==> src/logic/hpi_map.svh <==
`ifndef HPI_MAP_SVH
`define HPI_MAP_SVH

// ****************************************
// Register offsets
// ****************************************
`define HPI_OFS_CTRL      4'h0
`define HPI_OFS_PINS      4'h1
`define HPI_OFS_STATUS    4'h2
`define HPI_OFS_MASK      4'h3

// ****************************************
// Interrupt-control field positions
// ****************************************
`define HPI_BIT_A20       7
`define HPI_BIT_HRST      6
`define HPI_BIT_PDWN      5
`define HPI_BIT_ABORT     4
`define HPI_BIT_EN3       3
`define HPI_BIT_EN2       2
`define HPI_BIT_EN1       1
`define HPI_BIT_ENERR     0

// ****************************************
// Status and mask field positions
// ****************************************
`define HPI_EV_CH1        0
`define HPI_EV_CH2        1
`define HPI_EV_CH3        2
`define HPI_EV_ERR        3

// ****************************************
// Reset values and widths
// ****************************************
`define HPI_ENABLE_RST    4'h0
`define HPI_EVENT_RST     4'h0
`define HPI_DATA_ZERO     8'h00
`define HPI_PIN_COUNT     10

`endif

==> src/logic/hpi_pkg.sv <==
package hpi_pkg;

  // ****************************************
  // Synchronised pin bundle, pin-levels order on top
  // ****************************************
  typedef struct packed {
    logic lframe_n;
    logic clkrun_n;
    logic serirq;
    logic lreset_n;
    logic lpcpd_n;
    logic pme_n;
    logic smi_n;
    logic sci_n;
    logic a20;
    logic lclk;
  } hpi_pins_t;

  // ****************************************
  // Interrupt enables
  // ****************************************
  typedef struct packed {
    logic ch3;
    logic ch2;
    logic ch1;
    logic err;
  } hpi_enables_t;

endpackage : hpi_pkg

==> src/logic/hpi_sync.sv <==
`timescale 1ns/1ns

module hpi_sync #(
  parameter int W = 1
) (
  input  wire logic         ref_clk_i,
  input  wire logic         rstn_i,
  input  wire logic [W-1:0] async_i,
  output logic      [W-1:0] sync_o
);

  // ****************************************
  // Two-stage synchroniser per bit
  // ****************************************
  genvar g;
  generate
    for (g = 0; g < W; g++) begin : g_bit
      logic meta;
      always_ff @(posedge ref_clk_i or negedge rstn_i) begin
        if (!rstn_i) begin
          meta      <= 1'b0;
          sync_o[g] <= 1'b0;
        end else begin
          meta      <= async_i[g];
          sync_o[g] <= meta;
        end
      end
    end
  endgenerate

endmodule : hpi_sync

==> src/logic/hpi_err_flag.sv <==
`timescale 1ns/1ns

module hpi_err_flag (
  input  wire logic ref_clk_i,
  input  wire logic rstn_i,
  input  wire logic set_i,
  input  wire logic hw_clr_i,
  input  wire logic rd_i,
  input  wire logic wr_zero_i,
  output logic      flag_o
);

  // ****************************************
  // Armed once software has seen the flag at one
  // ****************************************
  logic armed;

  always_ff @(posedge ref_clk_i or negedge rstn_i) begin
    if (!rstn_i) begin
      armed <= 1'b0;
    end else if (set_i || !flag_o) begin
      armed <= 1'b0;
    end else if (rd_i) begin
      armed <= 1'b1;
    end
  end

  // Set beats any clear in the same cycle
  always_ff @(posedge ref_clk_i or negedge rstn_i) begin
    if (!rstn_i) begin
      flag_o <= 1'b0;
    end else if (set_i) begin
      flag_o <= 1'b1;
    end else if (hw_clr_i || (wr_zero_i && armed)) begin
      flag_o <= 1'b0;
    end
  end

endmodule : hpi_err_flag

==> src/logic/hpi_irq_ctrl.sv <==
`timescale 1ns/1ns
`include "hpi_map.svh"

module hpi_irq_ctrl (
  input  wire logic       ref_clk_i,
  input  wire logic       rstn_i,
  // ****************************************
  // Register port
  // ****************************************
  input  wire logic [3:0] addr_i,
  input  wire logic [7:0] wdata_i,
  input  wire logic       wr_i,
  input  wire logic       rd_i,
  output logic      [7:0] rdata_o,
  // ****************************************
  // Host-side pins
  // ****************************************
  input  wire logic       lpc_clk_i,
  input  wire logic       lframe_n_i,
  input  wire logic       clkrun_n_i,
  input  wire logic       serirq_i,
  input  wire logic       lreset_n_i,
  input  wire logic       lpcpd_n_i,
  input  wire logic       pme_n_i,
  input  wire logic       system_mgmt_irq_out_n_i,
  input  wire logic       system_ctrl_irq_out_n_i,
  input  wire logic       gate_a20_line_i,
  // ****************************************
  // Same-domain requests from the channels
  // ****************************************
  input  wire logic       ch1_rx_full_i,
  input  wire logic       ch2_rx_full_i,
  input  wire logic       ch3_rx_full_i,
  input  wire logic       shared_bidir_buffer_full_i,
  input  wire logic       shared_buffer_irq_select_i,
  input  wire logic       lpc_cycle_active_i,
  input  wire logic       lpc_sw_reset_i,
  input  wire logic       lpc_sw_shutdown_i,
  // ****************************************
  // Requests to the slave processor
  // ****************************************
  output logic            ch1_rx_irq_o,
  output logic            ch2_rx_irq_o,
  output logic            ch3_rx_irq_o,
  output logic            error_irq_o,
  output logic            irq_o
);

  // ****************************************
  // Pin synchronisers
  // ****************************************
  hpi_pkg::hpi_pins_t                pins_raw;
  hpi_pkg::hpi_pins_t                pins;
  logic [`HPI_PIN_COUNT-1:0]         pins_vec;

  assign pins_raw.lframe_n = lframe_n_i;
  assign pins_raw.clkrun_n = clkrun_n_i;
  assign pins_raw.serirq   = serirq_i;
  assign pins_raw.lreset_n = lreset_n_i;
  assign pins_raw.lpcpd_n  = lpcpd_n_i;
  assign pins_raw.pme_n    = pme_n_i;
  assign pins_raw.smi_n    = system_mgmt_irq_out_n_i;
  assign pins_raw.sci_n    = system_ctrl_irq_out_n_i;
  assign pins_raw.a20      = gate_a20_line_i;
  assign pins_raw.lclk     = lpc_clk_i;

  hpi_sync #(
    .W (`HPI_PIN_COUNT)
  ) u_sync (
    .ref_clk_i (ref_clk_i),
    .rstn_i    (rstn_i),
    .async_i   (pins_raw),
    .sync_o    (pins_vec)
  );

  assign pins = hpi_pkg::hpi_pins_t'(pins_vec);

  // ****************************************
  // Edge detection on synchronised pins
  // ****************************************
  logic lclk_prev;
  logic lreset_prev;
  logic lpcpd_prev;
  logic frame_smp;
  logic lclk_rise;
  logic lreset_fall;
  logic lpcpd_fall;
  logic frame_fall;

  always_ff @(posedge ref_clk_i or negedge rstn_i) begin
    if (!rstn_i) begin
      lclk_prev   <= 1'b0;
      lreset_prev <= 1'b0;
      lpcpd_prev  <= 1'b0;
    end else begin
      lclk_prev   <= pins.lclk;
      lreset_prev <= pins.lreset_n;
      lpcpd_prev  <= pins.lpcpd_n;
    end
  end

  assign lclk_rise   = pins.lclk & ~lclk_prev;
  assign lreset_fall = lreset_prev & ~pins.lreset_n;
  assign lpcpd_fall  = lpcpd_prev & ~pins.lpcpd_n;

  // Frame is looked at on link clock rises only, so glitches between edges are not seen
  always_ff @(posedge ref_clk_i or negedge rstn_i) begin
    if (!rstn_i) begin
      frame_smp <= 1'b1;
    end else if (lclk_rise) begin
      frame_smp <= pins.lframe_n;
    end
  end

  logic frame_smp_q;

  always_ff @(posedge ref_clk_i or negedge rstn_i) begin
    if (!rstn_i) begin
      frame_smp_q <= 1'b1;
    end else begin
      frame_smp_q <= frame_smp;
    end
  end

  // One pulse per sampled fall of frame while a transfer runs
  assign frame_fall = frame_smp_q & ~frame_smp & lpc_cycle_active_i;

  // ****************************************
  // Register decode
  // ****************************************
  logic wr_ctrl;
  logic rd_ctrl;
  logic wr_status;
  logic wr_mask;

  assign wr_ctrl   = wr_i && (addr_i == `HPI_OFS_CTRL);
  assign rd_ctrl   = rd_i && (addr_i == `HPI_OFS_CTRL);
  assign wr_status = wr_i && (addr_i == `HPI_OFS_STATUS);
  assign wr_mask   = wr_i && (addr_i == `HPI_OFS_MASK);

  // ****************************************
  // Interrupt enables
  // ****************************************
  hpi_pkg::hpi_enables_t en;

  always_ff @(posedge ref_clk_i or negedge rstn_i) begin
    if (!rstn_i) begin
      en <= `HPI_ENABLE_RST;
    end else if (wr_ctrl) begin
      en.ch3 <= wdata_i[`HPI_BIT_EN3];
      en.ch2 <= wdata_i[`HPI_BIT_EN2];
      en.ch1 <= wdata_i[`HPI_BIT_EN1];
      en.err <= wdata_i[`HPI_BIT_ENERR];
    end
  end

  // ****************************************
  // Error flags
  // ****************************************
  logic hrst_flag;
  logic pdwn_flag;
  logic abort_flag;
  logic host_hw_reset;
  logic host_shutdown;

  assign host_hw_reset = ~pins.lreset_n | lpc_sw_reset_i;
  assign host_shutdown = ~pins.lpcpd_n | lpc_sw_shutdown_i;

  // ****************************************
  // Zero writes to the flag bits
  // ****************************************
  logic hrst_wr_zero;
  logic pdwn_wr_zero;
  logic abort_wr_zero;

  // Ones in the flag bits are dropped here, never stored
  assign hrst_wr_zero  = wr_ctrl && !wdata_i[`HPI_BIT_HRST];
  assign pdwn_wr_zero  = wr_ctrl && !wdata_i[`HPI_BIT_PDWN];
  assign abort_wr_zero = wr_ctrl && !wdata_i[`HPI_BIT_ABORT];

  hpi_err_flag u_hrst (
    .ref_clk_i (ref_clk_i),
    .rstn_i    (rstn_i),
    .set_i     (lreset_fall),
    .hw_clr_i  (1'b0),
    .rd_i      (rd_ctrl),
    .wr_zero_i (hrst_wr_zero),
    .flag_o    (hrst_flag)
  );

  hpi_err_flag u_pdwn (
    .ref_clk_i (ref_clk_i),
    .rstn_i    (rstn_i),
    .set_i     (lpcpd_fall),
    .hw_clr_i  (host_hw_reset),
    .rd_i      (rd_ctrl),
    .wr_zero_i (pdwn_wr_zero),
    .flag_o    (pdwn_flag)
  );

  hpi_err_flag u_abort (
    .ref_clk_i (ref_clk_i),
    .rstn_i    (rstn_i),
    .set_i     (frame_fall),
    .hw_clr_i  (host_hw_reset | host_shutdown),
    .rd_i      (rd_ctrl),
    .wr_zero_i (abort_wr_zero),
    .flag_o    (abort_flag)
  );

  // ****************************************
  // Gated requests to the slave processor
  // ****************************************
  logic next_ch1_irq;
  logic next_ch2_irq;
  logic next_ch3_irq;
  logic next_err_irq;

  assign next_ch1_irq = en.ch1 & ch1_rx_full_i;
  assign next_ch2_irq = en.ch2 & ch2_rx_full_i;
  // Shared buffer only joins when selected
  assign next_ch3_irq = en.ch3 & (ch3_rx_full_i |
    (shared_buffer_irq_select_i & shared_bidir_buffer_full_i));
  assign next_err_irq = en.err & (hrst_flag | pdwn_flag | abort_flag);

  always_ff @(posedge ref_clk_i or negedge rstn_i) begin
    if (!rstn_i) begin
      ch1_rx_irq_o <= 1'b0;
      ch2_rx_irq_o <= 1'b0;
      ch3_rx_irq_o <= 1'b0;
    end else begin
      ch1_rx_irq_o <= next_ch1_irq;
      ch2_rx_irq_o <= next_ch2_irq;
      ch3_rx_irq_o <= next_ch3_irq;
    end
  end

  // Error request kept apart so its enable path stays separate
  always_ff @(posedge ref_clk_i or negedge rstn_i) begin
    if (!rstn_i) begin
      error_irq_o <= 1'b0;
    end else begin
      error_irq_o <= next_err_irq;
    end
  end

  // ****************************************
  // Sticky status, mask and summary interrupt
  // ****************************************
  logic [3:0] req_now;
  logic [3:0] req_prev;
  logic [3:0] req_rise;
  logic [3:0] ev_status;
  logic [3:0] ev_mask;

  assign req_now = {error_irq_o, ch3_rx_irq_o, ch2_rx_irq_o, ch1_rx_irq_o};

  always_ff @(posedge ref_clk_i or negedge rstn_i) begin
    if (!rstn_i) begin
      req_prev <= `HPI_EVENT_RST;
    end else begin
      req_prev <= req_now;
    end
  end

  assign req_rise = req_now & ~req_prev;

  // A rise in the same cycle as a write of one keeps its bit set
  always_ff @(posedge ref_clk_i or negedge rstn_i) begin
    if (!rstn_i) begin
      ev_status <= `HPI_EVENT_RST;
    end else if (wr_status) begin
      ev_status <= (ev_status & ~wdata_i[3:0]) | req_rise;
    end else begin
      ev_status <= ev_status | req_rise;
    end
  end

  always_ff @(posedge ref_clk_i or negedge rstn_i) begin
    if (!rstn_i) begin
      ev_mask <= `HPI_EVENT_RST;
    end else if (wr_mask) begin
      ev_mask <= wdata_i[3:0];
    end
  end

  assign irq_o = |(ev_status & ev_mask);

  // ****************************************
  // Read data, valid in the cycle after the strobe
  // ****************************************
  logic [7:0] ctrl_view;
  logic [7:0] pins_view;
  logic [7:0] next_rdata;

  always_comb begin
    ctrl_view                 = `HPI_DATA_ZERO;
    ctrl_view[`HPI_BIT_A20]   = pins.a20;
    ctrl_view[`HPI_BIT_HRST]  = hrst_flag;
    ctrl_view[`HPI_BIT_PDWN]  = pdwn_flag;
    ctrl_view[`HPI_BIT_ABORT] = abort_flag;
    ctrl_view[`HPI_BIT_EN3]   = en.ch3;
    ctrl_view[`HPI_BIT_EN2]   = en.ch2;
    ctrl_view[`HPI_BIT_EN1]   = en.ch1;
    ctrl_view[`HPI_BIT_ENERR] = en.err;
  end

  // Live levels regardless of interface state; writes here are ignored
  assign pins_view = {pins.lframe_n, pins.clkrun_n, pins.serirq, pins.lreset_n,
                      pins.lpcpd_n, pins.pme_n, pins.smi_n, pins.sci_n};

  always_comb begin
    case (addr_i)
      `HPI_OFS_CTRL:   next_rdata = ctrl_view;
      `HPI_OFS_PINS:   next_rdata = pins_view;
      `HPI_OFS_STATUS: next_rdata = {4'h0, ev_status};
      `HPI_OFS_MASK:   next_rdata = {4'h0, ev_mask};
      default:         next_rdata = `HPI_DATA_ZERO;
    endcase
  end

  always_ff @(posedge ref_clk_i or negedge rstn_i) begin
    if (!rstn_i) begin
      rdata_o <= `HPI_DATA_ZERO;
    end else if (rd_i) begin
      rdata_o <= next_rdata;
    end else begin
      rdata_o <= `HPI_DATA_ZERO;
    end
  end

endmodule : hpi_irq_ctrl

==> config.mk <==
export PLATFORM = sky130hd
export DESIGN_NAME = hpi_irq_ctrl
export DESIGN_NICKNAME = d
export VERILOG_FILES = /design/src/logic/hpi_pkg.sv /design/src/logic/hpi_sync.sv /design/src/logic/hpi_err_flag.sv /design/src/logic/hpi_irq_ctrl.sv
export VERILOG_INCLUDE_DIRS = /design/src /design/src/logic
export SDC_FILE = /design/constraint.sdc
export NUM_CORES = 1
export LEC_CHECK = 0
export BUFFER_PORTS_ARGS = -buffer_cell sky130_fd_sc_hd__buf_4
export CORE_MARGIN = 4
export CORE_UTILIZATION = 52
export CTS_BUF_LIST = sky130_fd_sc_hd__clkbuf_16
export DETAILED_ROUTE_END_ITERATION = 7
export PLACE_DENSITY = 0.77
export SLEW_MARGIN = 20
export SYNTH_ARGS = -nofsm -noshare
export SYNTH_HDL_FRONTEND = slang
export SYNTH_SLANG_ARGS = --single-unit
export TNS_END_PERCENT = 30
==> constraint.sdc <==
create_clock -name ref_clk_i -period 1.3 [get_ports ref_clk_i]
set_clock_uncertainty 0.05 [all_clocks]
set_input_delay 0.195 -clock ref_clk_i [delete_from_list [all_inputs] [get_ports ref_clk_i]]
set_output_delay 0.195 -clock ref_clk_i [all_outputs]
set_load 0.1 [all_outputs]
== Yosys cells after proc, flatten, opt, wreduce, memory -nomap -nowiden ==
Cells that the tools add are included.
Storage, ports and cells
  register bits after elaboration: 59
  input bits: 34
  logic and storage cells: 115
  output and inout bits: 13
Operators by class
  bitwise logic cells: 27
  reductions and logical operators: 29
  mux-type cells: 13
  equality and inequality tests: 3
Operator list (count)
  $pmux W8 S4: 1
  $and A4 B4 Y4: 3
  $reduce_bool A2 Y1: 6
  $and A1 B1 Y1: 10
  $logic_and A1 B1 Y1: 10
  $mux W1: 10
  $eq A4 B2 Y1 const B: 2
  $mux W8: 1
  $not A4 Y4: 2
  $or A4 B4 Y4: 2
  $logic_not A1 Y1: 6
  $or A1 B1 Y1: 6
  $logic_or A1 B1 Y1: 5
  $eq A4 B1 Y1 const B: 1
  $logic_not A4 Y1: 1
  $mux W4: 1
  $not A1 Y1: 4
  $reduce_or A4 Y1: 1

== Depth between registers and ports, before layout ==
  depth after elaboration: 7
  gate-level depth with buffers: 5
  depth with buffers taken out: 3

== Cells and area by module ==
A second synthesis with hierarchy kept.
Unflattened totals
  cell total of the unflattened synthesis: 153
  area, all modules: 2124.5 µm²
Modules (own cells, without submodules)
  hpi_irq_ctrl: cells each 112, times used 1, sequential area each 828.3 µm², area an instance 1391.3 µm²
  hpi_sync: cells each 20, times used 1, sequential area each 500.5 µm², area an instance 500.5 µm²
  hpi_err_flag: cells each 7, times used 3, sequential area each 50.0 µm², area an instance 77.6 µm²

== Least setup slack after synthesis ==
Ideal clock, no wire load.
  path kind: reg2out
  start point: register ev_mask[1]
  end point: output port irq_o
  data arrival time: 1.100 ns
  data required time: 1.055 ns
  slack: -0.045 ns
  buffers on the path: 0
  stages on the path, launching flop included: 3
  cell sequence: dfrtp_1 -> a22oi_1 -> nand2_1
On the way
  longest elaborated chain between the ends: 2
RTL lines
  start, declared: line hpi_irq_ctrl.sv:254  | logic [3:0] ev_mask;
  start signal, assigned: line hpi_irq_ctrl.sv:281  | ev_mask <= `HPI_EVENT_RST;
  start signal, assigned: line hpi_irq_ctrl.sv:283  | ev_mask <= wdata_i[3:0];
  $and A4 B4 Y4: line hpi_irq_ctrl.sv:287  | assign irq_o = |(ev_status & ev_mask);
  $reduce_or A4 Y1: line hpi_irq_ctrl.sv:287
  end, declared: line hpi_irq_ctrl.sv:46  | output logic irq_o
Every way passes these cells.

== Final worst setup path ==
  start point: register ev_status[1]
  end point: output port irq_o
On the way
  longest elaborated chain between the ends: 2
RTL lines
  start, declared: line hpi_irq_ctrl.sv:253  | logic [3:0] ev_status;
  start signal, assigned: line hpi_irq_ctrl.sv:271  | ev_status <= `HPI_EVENT_RST;
  start signal, assigned: line hpi_irq_ctrl.sv:273  | ev_status <= (ev_status & ~wdata_i[3:0]) | req_rise;
  start signal, assigned: line hpi_irq_ctrl.sv:275  | ev_status <= ev_status | req_rise;
  $and A4 B4 Y4: line hpi_irq_ctrl.sv:287
  $reduce_or A4 Y1: line hpi_irq_ctrl.sv:287
Every way passes these cells.

==> flow_summary.toml <==
[drt]
initialDrtViolationCount = 53
route.final.wire_length_um = 4530
remaining_drcs = 0
drt.antenna.violating_nets = 0
detail_route.vias_per_cell = 5.33
vias = 1434
detailedRoute.firstPassIterationCount = 5
post_drt_wl_per_cell_um = 16.8

[synthesis]
synth_fp_nets = 177
warning_count_from_the_yosys_run = 0
ys_seq_elements = 59
synthDistinctLibCells = 34
syn_inst = 143
syn_avg_cell_area_um2 = 14.8
fraction_of_registers_with_async_set_reset_pct = 100
cell_area_after_synthesis_um2 = 2110
seq_area_frac_synth_pct = 70.0
most_common_flop_cell_mapped_by_yosys = "sky130_fd_sc_hd__dfrtp_1"
synth_edf_count = 0

[timing]
final.setup.worst_slack_ps = -145
setup_viol = 1
maxSlewViolCount = 0
unrepaired_setup_endpoints_after_global_routing = "true"
finalHoldViolations = 0
worst_slew_pin_slew_ps = 287
final.period_utilization_pct = 111
final_period_minus_worst_setup_slack_ps = 1440
slew-limit-headroom_pct = 80.6
achievable-frequency_mhz = 692
final.setup.tns_ps = -145

[floorplan]
dieHeight_um = 71.8
num_io_pins = 47
fp.dieW_um = 71.8
coreArea_um2 = 3800
fp.dieArea_um2 = 5150
floorplan.initialDensity_pct = 55.6
core.rowCount = 22

[power_and_ir_drop]
switching_share_pct = 27.3
netSwitchingPower_w = 0.00135
combPwrFrac_pct = 15.6
power_leakage_nw = 1.44
finalPower_w = 0.00493
power.internal_w = 0.00358
p_per_area_nw_per_um2 = 1660
pwr-share-seq_pct = 43.4
power.ir.vdd_worst_mv = 1.30
clkPwrFrac_pct = 41.0

[clock_network]
cts_made_buffers = 9
h-tree-depth = 3
cts_sinks = 59
cts_setup_buffers = 0
cts_root_buffer = "sky130_fd_sc_hd__clkbuf_16"
clk_transition_reported_paths_ps = 50
cts_tree = "built"
clock_tree.buffer_depth = 2
clkLatencyLatePin_ps = 320

[layout]
layout.nets = 250
area_growth_pct = 40.3
final_cell_count_no_fill = 269
proportion_of_layout_cells_with_a_drive_suffix_above_1_pct = 33.9
fillers = 220
final_cell_area_um2 = 2960
num_antenna_cells = 0

[setup_path]
timing.critical_path.to_type = "primary output"
cp_num_buf_inv = 1
slowest_delay_ps = 400
arrival_ps = 1200
critical_path.startpoint = "ev_status[1]$_DFF_PN0_"
cp_cell_sequence = "a22oi_2 > nand2_2 > buf_8"
rrSetupSlack_ps = 90
critical-path-slowest-cell = "sky130_fd_sc_hd__dfrtp_1"
cp-start-kind = "flip-flop"
critPathRequiredTime_ps = 1050
r2r.worst_path.cells = 2
path_delay_family = "flip-flops"
timing.rr.start = "ev_status[3]$_DFF_PN0_"
timing.critical_path.fanout_max = 3
timing.critical_path.depth = 3
criticalPathCategory = "flip-flop to primary output"

[run]
drv_cap = 0

[placement]
dpl.cell_count = 242
portBuffers = 45
dp_hpwl_um = 2990
place_area_um2 = 2570
gp_routability_congestion = 0.843
place_worst_setup_slack_ps = -55.4

[grt]
antenna_found_initial = 0
via_count_of_the_first_global_routing_pass = 1607
global_route_wire_length_before_repair_um = 7660
grt_start_max_net_pins = 36
grt-ovfl-total = 0
track_usage_pct = 20.3

[run_status]
result_of_the_run = "finished, violations left"
violated_checks = "negative setup slack"

[min_path]
worstHoldPathType = "input port to flip-flop"
worst_hold_path.num_cells = 2
worstHoldStart = "ch1_rx_full_i"
-- power groups by stage --
stage | Sequential (W) | Clock (W) | Combinational (W)
2_1_floorplan | 0.00232 | 0 | 0.000276
3_5_place_dp | 0.00216 | 0 | 0.000716
3_3_place_gp | 0.00215 | 0 | 0.000698
5_1_grt | 0.00216 | 0.00215 | 0.000822
6_report | 0.00214 | 0.00202 | 0.000768
4_1_cts | 0.00214 | 0.00206 | 0.000763
-- layout make-up --
class	instances	area, um^2	share of cell area, %
flip-flops and latches	59	1480	49.9
multi-input cells	75	608	20.5
clock inverters	7	37.5	1.27
clock buffers	9	225	7.60
well taps	48	60.1	2.03
inverters	7	26.3	0.886
repair buffers	64	528	17.8
-- state kept, by name, indices dropped and copies added, names as in the netlist --
| name | flops |
|---|---|
| u_pdwn.armed | 1 |
| frame_smp | 1 |
| ch3_rx_irq_o | 1 |
| lclk_prev | 1 |
| u_pdwn.flag_o | 1 |
| u_hrst.flag_o | 1 |
| u_hrst.armed | 1 |
| lreset_prev | 1 |
| ev_status | 4 |
| u_abort.armed | 1 |
| frame_smp_q | 1 |
| req_prev | 4 |
| rdata_o | 8 |
| ch1_rx_irq_o | 1 |
| lpcpd_prev | 1 |
| u_abort.flag_o | 1 |
| ctrl_view | 4 |
| ev_mask | 4 |
| error_irq_o | 1 |
| u_sync.sync_o | 10 |
| ch2_rx_irq_o | 1 |
| u_sync.g_bit.meta | 10 |
-- cell usage after synthesis (2+ instances only) --
| cell type | n | area share, % |
|---|---|---|
| sky130_fd_sc_hd__dfrtp_1 | 57 | 67 |
| sky130_fd_sc_hd__o221a_1 | 2 | 1.1 |
| sky130_fd_sc_hd__nand3b_1 | 3 | 1.1 |
| sky130_fd_sc_hd__and3_1 | 5 | 1.5 |
| sky130_fd_sc_hd__nand4b_1 | 2 | 0.83 |
| sky130_fd_sc_hd__nand2_1 | 3 | 0.53 |
| sky130_fd_sc_hd__mux2_1 | 8 | 4.3 |
| sky130_fd_sc_hd__o22ai_1 | 3 | 0.89 |
| sky130_fd_sc_hd__and2_1 | 2 | 0.59 |
| sky130_fd_sc_hd__nor2b_1 | 2 | 0.59 |
| sky130_fd_sc_hd__nor2_1 | 6 | 1.1 |
| sky130_fd_sc_hd__a22oi_1 | 2 | 0.71 |
| sky130_fd_sc_hd__inv_1 | 7 | 1.2 |
| sky130_fd_sc_hd__dfstp_2 | 2 | 2.5 |
| sky130_fd_sc_hd__mux2i_1 | 10 | 4.7 |
| sky130_fd_sc_hd__nand2b_1 | 4 | 1.2 |
| sky130_fd_sc_hd__o21ai_1 | 8 | 1.9 |
-- cells in the final DEF, fill, tap and decap left out, drive strengths merged --
cell	instances
a22oi	2
o21a	1
dfrtp	57
o211a	1
nand4b	2
or3b	1
mux2i	10
and3	5
nor3b	2
o21ai	8
a21oi	1
or3	1
nand2	3
clkinv	5
clkbuf	9
o31a	1
o41ai	1
o2bb2ai	1
dfstp	2
nand3	1
inv	8
nand2b	4
o221a	2
nor2b	2
buf	53
a22o	1
and2	2
nand4bb	1
clkinvlp	1
o22ai	3
nand3b	3
mux4	1
nor2	6
mux2	9
dlygate4sd3	11
-- cells by family after synthesis --
| family | Yosys count | synth area share (%) |
|---|---|---|
| AO/OA/AOI/OAI | 22 | 7.28 |
| flip-flops | 59 | 70.0 |
| multiplexers | 20 | 10.6 |
| buffers and inverters | 9 | 1.84 |
| AND/OR/NAND/NOR | 33 | 10.3 |
-- metal layers --
layer	share of wire, %	vias up	global-route usage, %
met2	53	43	34.3
met3	5.8	13	7.99
met4	2.4	0	9.81
li1	-	651	-
met1	38	727	22.3
met5	0	-	0
-- path summary, 6_finish.rpt --
check / to
max in group asynchronous: frame_smp_q$_DFF_PN1_
min in group asynchronous: req_prev[1]$_DFF_PN0_
max: irq_o
min: ch1_rx_irq_o$_DFF_PN0_
max reg2reg: rdata_o[3]$_DFF_PN0_
min reg2reg: u_sync.sync_o[2]$_DFF_PN0_
-- worst register-to-register path: cells and delay by family, from the launching register on --
kind             cells  cell delay, ps
multiplexers         1             460
flip-flops           1             410
AND/OR/NAND/NOR      1             190
-- timing repair --
action	4_1_cts	5_1_grt
hold endpoints to repair	67	0
gates resized for setup	3	1
setup endpoints to repair	1	1
pin swaps	0	2
hold buffers	11	0
-- through the flow --
step	utilization (%)	hold slack, ps
3_5_place_dp	67.8	33.1
2_1_floorplan	-	-151
6_report	78.0	46.2
5_1_grt	78.0	31.3
3_3_place_gp	67.8	32.3
4_1_cts	77.9	36.5
Note: power is estimated with default switching activity, not from simulation.
